===== config.mk =====
export PLATFORM = sky130hd
export DESIGN_NAME = rzs_selector
export DESIGN_NICKNAME = d
export VERILOG_FILES = /design/src/rzs_pkg.sv /design/src/rzs_hold_timer.sv /design/src/rzs_selector.sv
export SDC_FILE = /design/constraint.sdc
export NUM_CORES = 1
export LEC_CHECK = 0
export ABC_CLOCK_PERIOD_IN_PS = 2800
export BUFFER_PORTS_ARGS = -buffer_cell sky130_fd_sc_hd__buf_4
export CORE_MARGIN = 2
export CORE_UTILIZATION = 55
export CTS_CLUSTER_DIAMETER = 60
export CTS_CLUSTER_SIZE = 12
export DETAILED_ROUTE_END_ITERATION = 7
export GPL_ROUTABILITY_DRIVEN = 0
export PLACE_DENSITY_LB_ADDON = 0.08
export SYNTH_ARGS = -nofsm -noshare
export SYNTH_HDL_FRONTEND = slang
export SYNTH_SLANG_ARGS = --single-unit

===== constraint.sdc =====
create_clock -name ref_clk -period 2.8 [get_ports ref_clk]
set_input_delay 0.28 -clock ref_clk [delete_from_list [all_inputs] [get_ports ref_clk]]
set_output_delay 0.28 -clock ref_clk [all_outputs]
set_load 0.05 [all_outputs]

===== src/rzs_pkg.sv =====
// rzs_pkg: constants and types for the remote zero/span contact selector
// assumes a 20 MHz system clock; all times are derived from it
package rzs_pkg;
  localparam int unsigned ClkHz = 20000000;
  localparam int unsigned HoldTimeMs = 1000;
  localparam int unsigned HoldCycles = (ClkHz / 1000) * HoldTimeMs;
  localparam int unsigned BlankTimeMs = 1000;
  localparam int unsigned BlankCycles = (ClkHz / 1000) * BlankTimeMs;
  localparam int CntW = 25;
  localparam logic [24:0] CntZero = 25'h0000000;

  typedef enum logic [2:0] {
    RZS_ARMED = 3'b000,
    RZS_ZERO = 3'b001,
    RZS_SPAN = 3'b010,
    RZS_REARM = 3'b011,
    RZS_BLANK = 3'b100
  } rzs_state_t;

  // valve drive pair
  typedef struct packed {
    logic sampleCal;
    logic zeroSpan;
  } rzs_valve_t;

  // pulses at end of a remote valve cycle
  typedef struct packed {
    logic zeroCal;
    logic spanCal;
    logic checkDone;
  } rzs_calcmd_t;
endpackage


===== src/rzs_hold_timer.sv =====
// rzs_hold_timer: counts cycles while its condition holds, flags when the count is reached
// assumes cond is already synchronous to ref_clk
`timescale 1ns/1ps
module rzs_hold_timer #(
  parameter logic [24:0] Limit = 25'h0000001
) (
  // clock and reset
  input wire logic ref_clk,
  input wire logic rstn,
  // condition and result
  input wire logic cond,
  output logic done
);
  logic [24:0] count_reg;

  always_ff @(posedge ref_clk or negedge rstn) begin
    if (!rstn) begin
      count_reg <= rzs_pkg::CntZero;
    end else if (!cond) begin
      count_reg <= rzs_pkg::CntZero;
    end else if (count_reg != Limit) begin
      count_reg <= count_reg + 25'h0000001;
    end
  end

  assign done = cond && (count_reg == Limit);
endmodule


===== src/rzs_selector.sv =====
// rzs_selector: remote contact zero/span mode selector, top level
// assumes contacts are dry closures (1 = closed) from outside the clock domain
`timescale 1ns/1ps
module rzs_selector #(
  // qualify and blank lengths in cycles; the defaults give one second each
  parameter logic [24:0] HoldLimit = 25'(rzs_pkg::HoldCycles),
  parameter logic [24:0] BlankLimit = 25'(rzs_pkg::BlankCycles)
) (
  // clock and reset
  input wire logic ref_clk,
  input wire logic rstn,
  // rear panel contacts, high when closed
  input wire logic zeroRequestContact,
  input wire logic spanRequestContact,
  // calibrate enables
  input wire logic zeroCalEnable,
  input wire logic spanCalEnable,
  // mode and valves
  output logic sampleMode,
  output logic zeroMode,
  output logic spanMode,
  output rzs_pkg::rzs_valve_t valves,
  // end of cycle commands and averaging gate
  output rzs_pkg::rzs_calcmd_t calCmd,
  output logic averagingExclude
);
  logic [1:0] zeroSync_reg;
  logic [1:0] spanSync_reg;
  logic zeroClosed;
  logic spanClosed;
  logic zeroHeld;
  logic spanHeld;
  logic bothHeld;
  logic openHeld;
  logic blankDone;
  rzs_pkg::rzs_state_t state_reg;
  rzs_pkg::rzs_state_t state_next;

  // two-flop synchronisers on the pins
  always_ff @(posedge ref_clk or negedge rstn) begin
    if (!rstn) begin
      zeroSync_reg <= 2'h0;
      spanSync_reg <= 2'h0;
    end else begin
      zeroSync_reg <= {zeroSync_reg[0], zeroRequestContact};
      spanSync_reg <= {spanSync_reg[0], spanRequestContact};
    end
  end

  assign zeroClosed = zeroSync_reg[1];
  assign spanClosed = spanSync_reg[1];

  rzs_hold_timer #(.Limit(HoldLimit)) zeroHold (
    .ref_clk(ref_clk),
    .rstn(rstn),
    .cond(zeroClosed && !spanClosed),
    .done(zeroHeld)
  );
  rzs_hold_timer #(.Limit(HoldLimit)) spanHold (
    .ref_clk(ref_clk),
    .rstn(rstn),
    .cond(spanClosed && !zeroClosed),
    .done(spanHeld)
  );
  rzs_hold_timer #(.Limit(HoldLimit)) bothHold (
    .ref_clk(ref_clk),
    .rstn(rstn),
    .cond(spanClosed && zeroClosed),
    .done(bothHeld)
  );
  rzs_hold_timer #(.Limit(HoldLimit)) openHold (
    .ref_clk(ref_clk),
    .rstn(rstn),
    .cond(!spanClosed && !zeroClosed),
    .done(openHeld)
  );
  rzs_hold_timer #(.Limit(BlankLimit)) blankHold (
    .ref_clk(ref_clk),
    .rstn(rstn),
    .cond(state_reg == rzs_pkg::RZS_BLANK),
    .done(blankDone)
  );

  // mode sequencing
  always_comb begin
    state_next = state_reg;
    unique case (state_reg)
      rzs_pkg::RZS_ARMED: begin
        // invalid pair needs a fresh re-arm
        if (bothHeld) begin
          state_next = rzs_pkg::RZS_REARM;
        end else if (zeroHeld) begin
          state_next = rzs_pkg::RZS_ZERO;
        end else if (spanHeld) begin
          state_next = rzs_pkg::RZS_SPAN;
        end
      end
      rzs_pkg::RZS_ZERO: begin
        if (!zeroClosed) begin
          state_next = (zeroCalEnable) ? rzs_pkg::RZS_BLANK : rzs_pkg::RZS_REARM;
        end
      end
      rzs_pkg::RZS_SPAN: begin
        if (!spanClosed) begin
          state_next = (spanCalEnable) ? rzs_pkg::RZS_BLANK : rzs_pkg::RZS_REARM;
        end
      end
      rzs_pkg::RZS_BLANK: begin
        if (blankDone) begin
          state_next = rzs_pkg::RZS_REARM;
        end
      end
      rzs_pkg::RZS_REARM: begin
        if (openHeld) begin
          state_next = rzs_pkg::RZS_ARMED;
        end
      end
      default: begin
        state_next = rzs_pkg::RZS_REARM;
      end
    endcase
  end

  always_ff @(posedge ref_clk or negedge rstn) begin
    if (!rstn) begin
      state_reg <= rzs_pkg::RZS_REARM;
    end else begin
      state_reg <= state_next;
    end
  end

  // registered mode and valve outputs
  always_ff @(posedge ref_clk or negedge rstn) begin
    if (!rstn) begin
      sampleMode <= 1'b1;
      zeroMode <= 1'b0;
      spanMode <= 1'b0;
      valves <= '0;
    end else begin
      // sample unless in a valve cycle
      sampleMode <= (state_next != rzs_pkg::RZS_ZERO) && (state_next != rzs_pkg::RZS_SPAN);
      zeroMode <= (state_next == rzs_pkg::RZS_ZERO);
      spanMode <= (state_next == rzs_pkg::RZS_SPAN);
      valves.sampleCal <= (state_next == rzs_pkg::RZS_ZERO) || (state_next == rzs_pkg::RZS_SPAN);
      valves.zeroSpan <= (state_next == rzs_pkg::RZS_SPAN);
    end
  end

  // end of cycle pulses and averaging gate
  always_ff @(posedge ref_clk or negedge rstn) begin
    if (!rstn) begin
      calCmd <= '0;
      averagingExclude <= 1'b0;
    end else begin
      calCmd.zeroCal <= (state_reg == rzs_pkg::RZS_ZERO) && !zeroClosed && zeroCalEnable;
      calCmd.spanCal <= (state_reg == rzs_pkg::RZS_SPAN) && !spanClosed && spanCalEnable;
      calCmd.checkDone <= ((state_reg == rzs_pkg::RZS_ZERO) && !zeroClosed)
        || ((state_reg == rzs_pkg::RZS_SPAN) && !spanClosed);
      averagingExclude <= (state_next == rzs_pkg::RZS_BLANK);
    end
  end
endmodule


# --- Word level (Yosys, flattened, before mapping) ---
# Index checks and enable logic that the tools add are counted.
word_totals:
  regBits: 140
  inputBits: 6
  output_inout_bits: 9
  word_cells: 84
op_classes:
  n_eq_ne: 24
  n_mux: 20
  add_sub_neg: 5
  reduce_logical: 19
ops:
  columns: ["op", "count"]
  rows:
  - ["$mux W25", 10]
  - ["$add A25 B1 Y25 const B", 5]
  - ["$eq A25 B25 Y1 const B", 5]
  - ["$ne A25 B25 Y1 const B", 5]
  - ["$mux W3", 9]
  - ["$pmux W3 S5", 1]
  - ["$logic_and A1 B1 Y1", 14]
  - ["$ne A2 B2 Y1 const B", 5]
  - ["$eq A3 B2 Y1 const B", 3]
  - ["$eq A3 B1 Y1 const B", 2]
  - ["$eq A3 B3 Y1 const B", 2]
  - ["$logic_not A3 Y1", 1]
  - ["$ne A3 B1 Y1 const B", 1]
  - ["$ne A3 B2 Y1 const B", 1]
  - ["$logic_not A1 Y1", 2]
  - ["$logic_or A1 B1 Y1", 2]

# --- Depth between registers and ports, before layout ---
depth:
  depth_word: 9
  ltp_mapped: 8
  ltp_nobuf: 7

# --- Hierarchy ---
# Synthesis repeated with hierarchy kept, for this count alone.
unflattened:
  cells_unflattened: 748
  hier_area_um2: 7528.5
modules_own_cells:
  columns: ["mod", "cells_each", "area_each_um2", "instances", "seq_area_each_um2"]
  rows:
  - ["rzs_hold_timer", 139, 1373.8, 5, 625.6]
  - ["rzs_selector", 53, 659.4, 1, 379.1]

# --- Least setup slack after synthesis ---
# OpenSTA, ideal clock, no wires.
synth_path:
  path_type: "reg-to-reg"
  from: "register bothHold.count_reg[0]"
  to: "register valves[1] (netlist bit)"
  required_ps: 2661
  n_path_buf: 0
  path_slack_ps: 968
  arrival_time_ps: 1693
  path_stages_with_launch: 8
  setup_time_ps: 139
  synth_period_minus_slack_ps: 1832
  path_cell_list: "dfrtp_1 -> inv_1 -> ha_1 -> nor4bb_1 -> nand4_1 -> o32ai_2 -> a31oi_1 -> xor2_1"
synth_between:
  elab_chain_len: 6
  word_cells_on_any_way: 7
  classes_between: "eq/ne (3); mux (2); reduce/logical (2)"
synth_lines:
  columns: ["item", "line_no", "rtl"]
  rows:
  - ["start, declared", "rzs_hold_timer.sv:14", "logic [24:0] count_reg;"]
  - ["start signal, assigned", "rzs_hold_timer.sv:18", "count_reg <= rzs_pkg::CntZero;"]
  - ["start signal, assigned", "rzs_hold_timer.sv:20", "count_reg <= rzs_pkg::CntZero;"]
  - ["start signal, assigned", "rzs_hold_timer.sv:22", "count_reg <= count_reg + 25'h0000001;"]
  - ["$eq A25 B25 Y1 (*)", "rzs_hold_timer.sv:26", "assign done = cond && (count_reg == Limit);"]
  - ["$logic_and A1 B1 Y1 (*)", "rzs_hold_timer.sv:26", null]
  - ["$mux W3 (*)", "rzs_selector.sv:90", "if (bothHeld) begin"]
  - ["$pmux W3 S5 (*)", "rzs_selector.sv:87", "unique case (state_reg)"]
  - ["$eq A3 B1 Y1 / $eq A3 B2 Y1 (equally long branches)", "rzs_selector.sv:144", "valves.sampleCal <= (state_next == rzs_pkg::RZS_ZERO) || (state_next == rzs_pkg::RZS_SPAN);"]
  - ["$logic_or A1 B1 Y1 (*)", "rzs_selector.sv:144", null]
  - ["end, declared", "rzs_selector.sv:22", "output rzs_pkg::rzs_valve_t valves,"]
# Every way passes the cells marked *; elsewhere a longest branch is shown, timed or not.
# A chain may end at the register's enable or synchronous reset.

# --- Worst setup path in the final report ---
# Ends and elaborated chain as after synthesis.

==> impl_metrics.env <==
export IMPL_start_kind="flip-flop"
export IMPL_port_buffers=14
export IMPL_synth_fa_ha_area_frac=0.01745
export IMPL_async_reset_ff_frac=1.000
export IMPL_htree_levels=4
export IMPL_worst_setup_path_type="reg -> reg"
export IMPL_synth_flop_cell="dfrtp_1"
export IMPL_crit_path_cell_trace="inv_1 -> ha_1 -> nor4bb_1 -> nand4_1 -> o32ai_2 -> a31oi_1 -> xor2_1"
export IMPL_fin_crit_ps=2125
export IMPL_synth_compound_area_frac=0.04729
export IMPL_grt_pass1_vias=5306
export IMPL_outcome="finished clean"
export IMPL_crit_required_ps=3080
export IMPL_max_freq_ghz=0.4706
export IMPL_layout_common_cells="137 x dfrtp_1, 118 x nor2_1, 58 x xnor2_1"
export IMPL_worst_path_max_fanout=5
export IMPL_synthXorXnorAreaFrac=0.1185
export IMPL_core_area_um2=12670
export IMPL_pin_count=15
export IMPL_synthTopCellsByArea="dfrtp_1 48%, xnor2_1 7.1%, nor2_1 6.2%, xor2_1 4.8%, nand3_1 2.9%"
export IMPL_slew_violations=0
export IMPL_p_sw_uw=908.8
export IMPL_grt_use_total=0.2197
export IMPL_worstMarginPinSlew_ps=872.2
export IMPL_place_ws_ps=697.5
export IMPL_post_route_util=0.6354
export IMPL_clockPowerShare=0.514
export IMPL_finalWirelength_mm=14.41
export IMPL_crit_family="simple AND/OR/NAND/NOR gates"
export IMPL_grt_max_degree=61
export IMPL_netlist_top_cell_by_area="dfrtp_1"
export IMPL_design_die_area_um2=13970
export IMPL_slew_headroom=0.4171
export IMPL_p_comb_frac=0.023
export IMPL_row_count=41
export IMPL_syn_num_nets=761
export IMPL_setup_viol_count_final=0
export IMPL_hp_class="in -> reg"
export IMPL_chipWidth_um=118.2
export IMPL_drt_pass1_iterations=4
export IMPL_placedInstanceArea_um2=7420
export IMPL_crit_path_end_kind="flip-flop"
export IMPL_post_drt_wl_per_cell_um=15.23
export IMPL_synth_seq_cells=140
export IMPL_ctsLongestPathBuffers=2
export IMPL_pwr_share_seq=0.462
export IMPL_synthMuxAreaShare=0.006980
export IMPL_synth_edff_count=0
export IMPL_root_buffer="clkbuf_16"
export IMPL_switching_share=0.2058
export IMPL_postSynthAreaPerCell_um2=9.625
export IMPL_drtIter0Drc=512
export IMPL_finalPower_mw=4.416
export IMPL_area_growth_pct=12.28
export IMPL_postCtsSetupBuffers=0
export IMPL_p_leak_nw=3.179
export IMPL_drive_gt1_frac=0.09044
export IMPL_netlist_instances=745
export IMPL_fin_crit_sh=0.7589
export IMPL_hpwlAfterDp_mm=9.675
export IMPL_final_area_um2=8051
export IMPL_synthSimpleGateAreaFrac=0.2902
export IMPL_path_buf_inv=1
export IMPL_ys_types=49
export IMPL_worst_ep_arrival_time_ps=2410
export IMPL_cp_slowest_cell="dfrtp_1"
export IMPL_syn_cell_area_um2=7171
export IMPL_clkSlewWorstSetupHoldPaths_ps=60
export IMPL_rsz0062_at_grt="false"
export IMPL_fin_ws_ps=675.2
export IMPL_final_net_count=777
export IMPL_yosysWarnings=0
export IMPL_ant_nets=0
export IMPL_vdd_ir_drop_max_mv=0.5877
export IMPL_drv_cap=0
export IMPL_drcViolationCount=0
export IMPL_num_vias=5355
export IMPL_yosysTopAreaCellShare=0.4781
export IMPL_synth_top_family_by_area="simple AND/OR/NAND/NOR gates"
export IMPL_fin_setup_tns_ps=0
export IMPL_clock_skew_ps=6.941
export IMPL_numCtsBuffers=17
export IMPL_p_int_mw=3.507
export IMPL_die_y_um=118.2
export IMPL_diodes=0
export IMPL_cts_tree="built"
export IMPL_final_common_cell="dfrtp_1"
export IMPL_power_density_nw_per_um2=548.5
export IMPL_overflow=0
export IMPL_hold_viol_final=0
export IMPL_cp_slowest_stage_delay_ps=400
export IMPL_antenna_found_initial=0
export IMPL_grt_pass1_wl_mm=25.03
export IMPL_r2r_slack_ps=680
export IMPL_start_util=0.5659
export IMPL_routed_via_density=5.661
export IMPL_post_cts_resized=0
export IMPL_clock_sinks=140
export IMPL_yosysSeqAreaShare=0.4891
export IMPL_clock_latency_ps=420
==> cell usage after synthesis, types with 5 or more instances <==
cell	n
o21ai_0	25
nor2_1	118
nand4_1	28
inv_1	31
a21oi_1	24
and3_1	12
mux2i_1	5
nand2b_1	5
nor3_1	29
nand2_1	45
nand3_1	41
nor4b_1	10
and2_1	11
xnor2_1	58
xor2_1	39
and4_1	15
nor4_1	16
clkbuf_1	15
or3_1	21
ha_1	10
dfrtp_1	137
==> power groups by stage <==
stage,sequential (mW),combinational [mW],clock [mW]
floorplan,2.07,0.0404,0
global placement,2.08,0.100,0
detailed placement,2.08,0.104,0
CTS,2.04,0.107,2.30
global route,2.04,0.120,2.41
finish,2.04,0.103,2.27
==> stage by stage <==
step,hold WS [ps],cells
after floorplan,-15.59,745
after CTS,168.5,946
after global routing,186.8,946
after detailed placement,281.5,911
after global placement,279.0,911
final,180.7,946
==> logic make-up after synthesis <==
group,after synthesis
xor gates and xnor gates,97
muxes,5
adders and majority gates,10
AOI/OAI and AO/OA,59
buffers and inverters,53
DFF,140
and+or+nand+nor,381
==> worst paths after layout <==
kind                                              startpoint                                 end  cells past startpoint
min                                            zeroCalEnable                 calCmd[2]$_DFF_PN0_                      2
min reg2reg                        zeroSync_reg[0]$_DFF_PN0_           zeroSync_reg[1]$_DFF_PN0_                      0
max in group asynchronous                               rstn  spanHold.count_reg[11]$_DFFE_PN0N_                      3
max                        bothHold.count_reg[0]$_DFFE_PN0P_                 valves[1]$_DFF_PN0_                      7
max reg2reg                bothHold.count_reg[0]$_DFFE_PN0P_                 valves[1]$_DFF_PN0_                      7
min in group asynchronous                               rstn  bothHold.count_reg[21]$_DFFE_PN0P_                      2
==> worst reg2reg max path, delay by kind of cell (launching register included) <==
family / cells / cell delay (ps)
and+or+nand+nor: 2 / 570
AOI/OAI and AO/OA: 2 / 560
DFF: 1 / 400
xor gates and xnor gates: 1 / 230
adders and majority gates: 1 / 140
buffers and inverters: 1 / 100
==> metal layers <==
layer	vias to the layer above	track usage	wire length (µm)	share of wire
met1	2654	0.2953	6844	0.48
met3	17	0.05068	349	0.024
met2	62	0.3551	7040	0.49
li1	2622	-	-	-
met5	-	0	0	0
met4	0	0.06702	172	0.012
==> final cells by class <==
class / count / area [µm²]
clock buffers: 26 / 519.2
well taps: 172 / 215.2
multi-input cells: 552 / 3445
inverters: 31 / 116.4
clock inverters: 6 / 82.58
repair buffers: 19 / 166.4
fillers: 1083 / 4619
flip-flops and latches: 140 / 3507
==> timing repair <==
action | 4_1_cts | 5_1_grt
hold buffers | 3 | 0
setup endpoints to repair | 0 | 0
endpoints found under the hold margin | 57 | 0
Power figures use the tool's default switching activity.
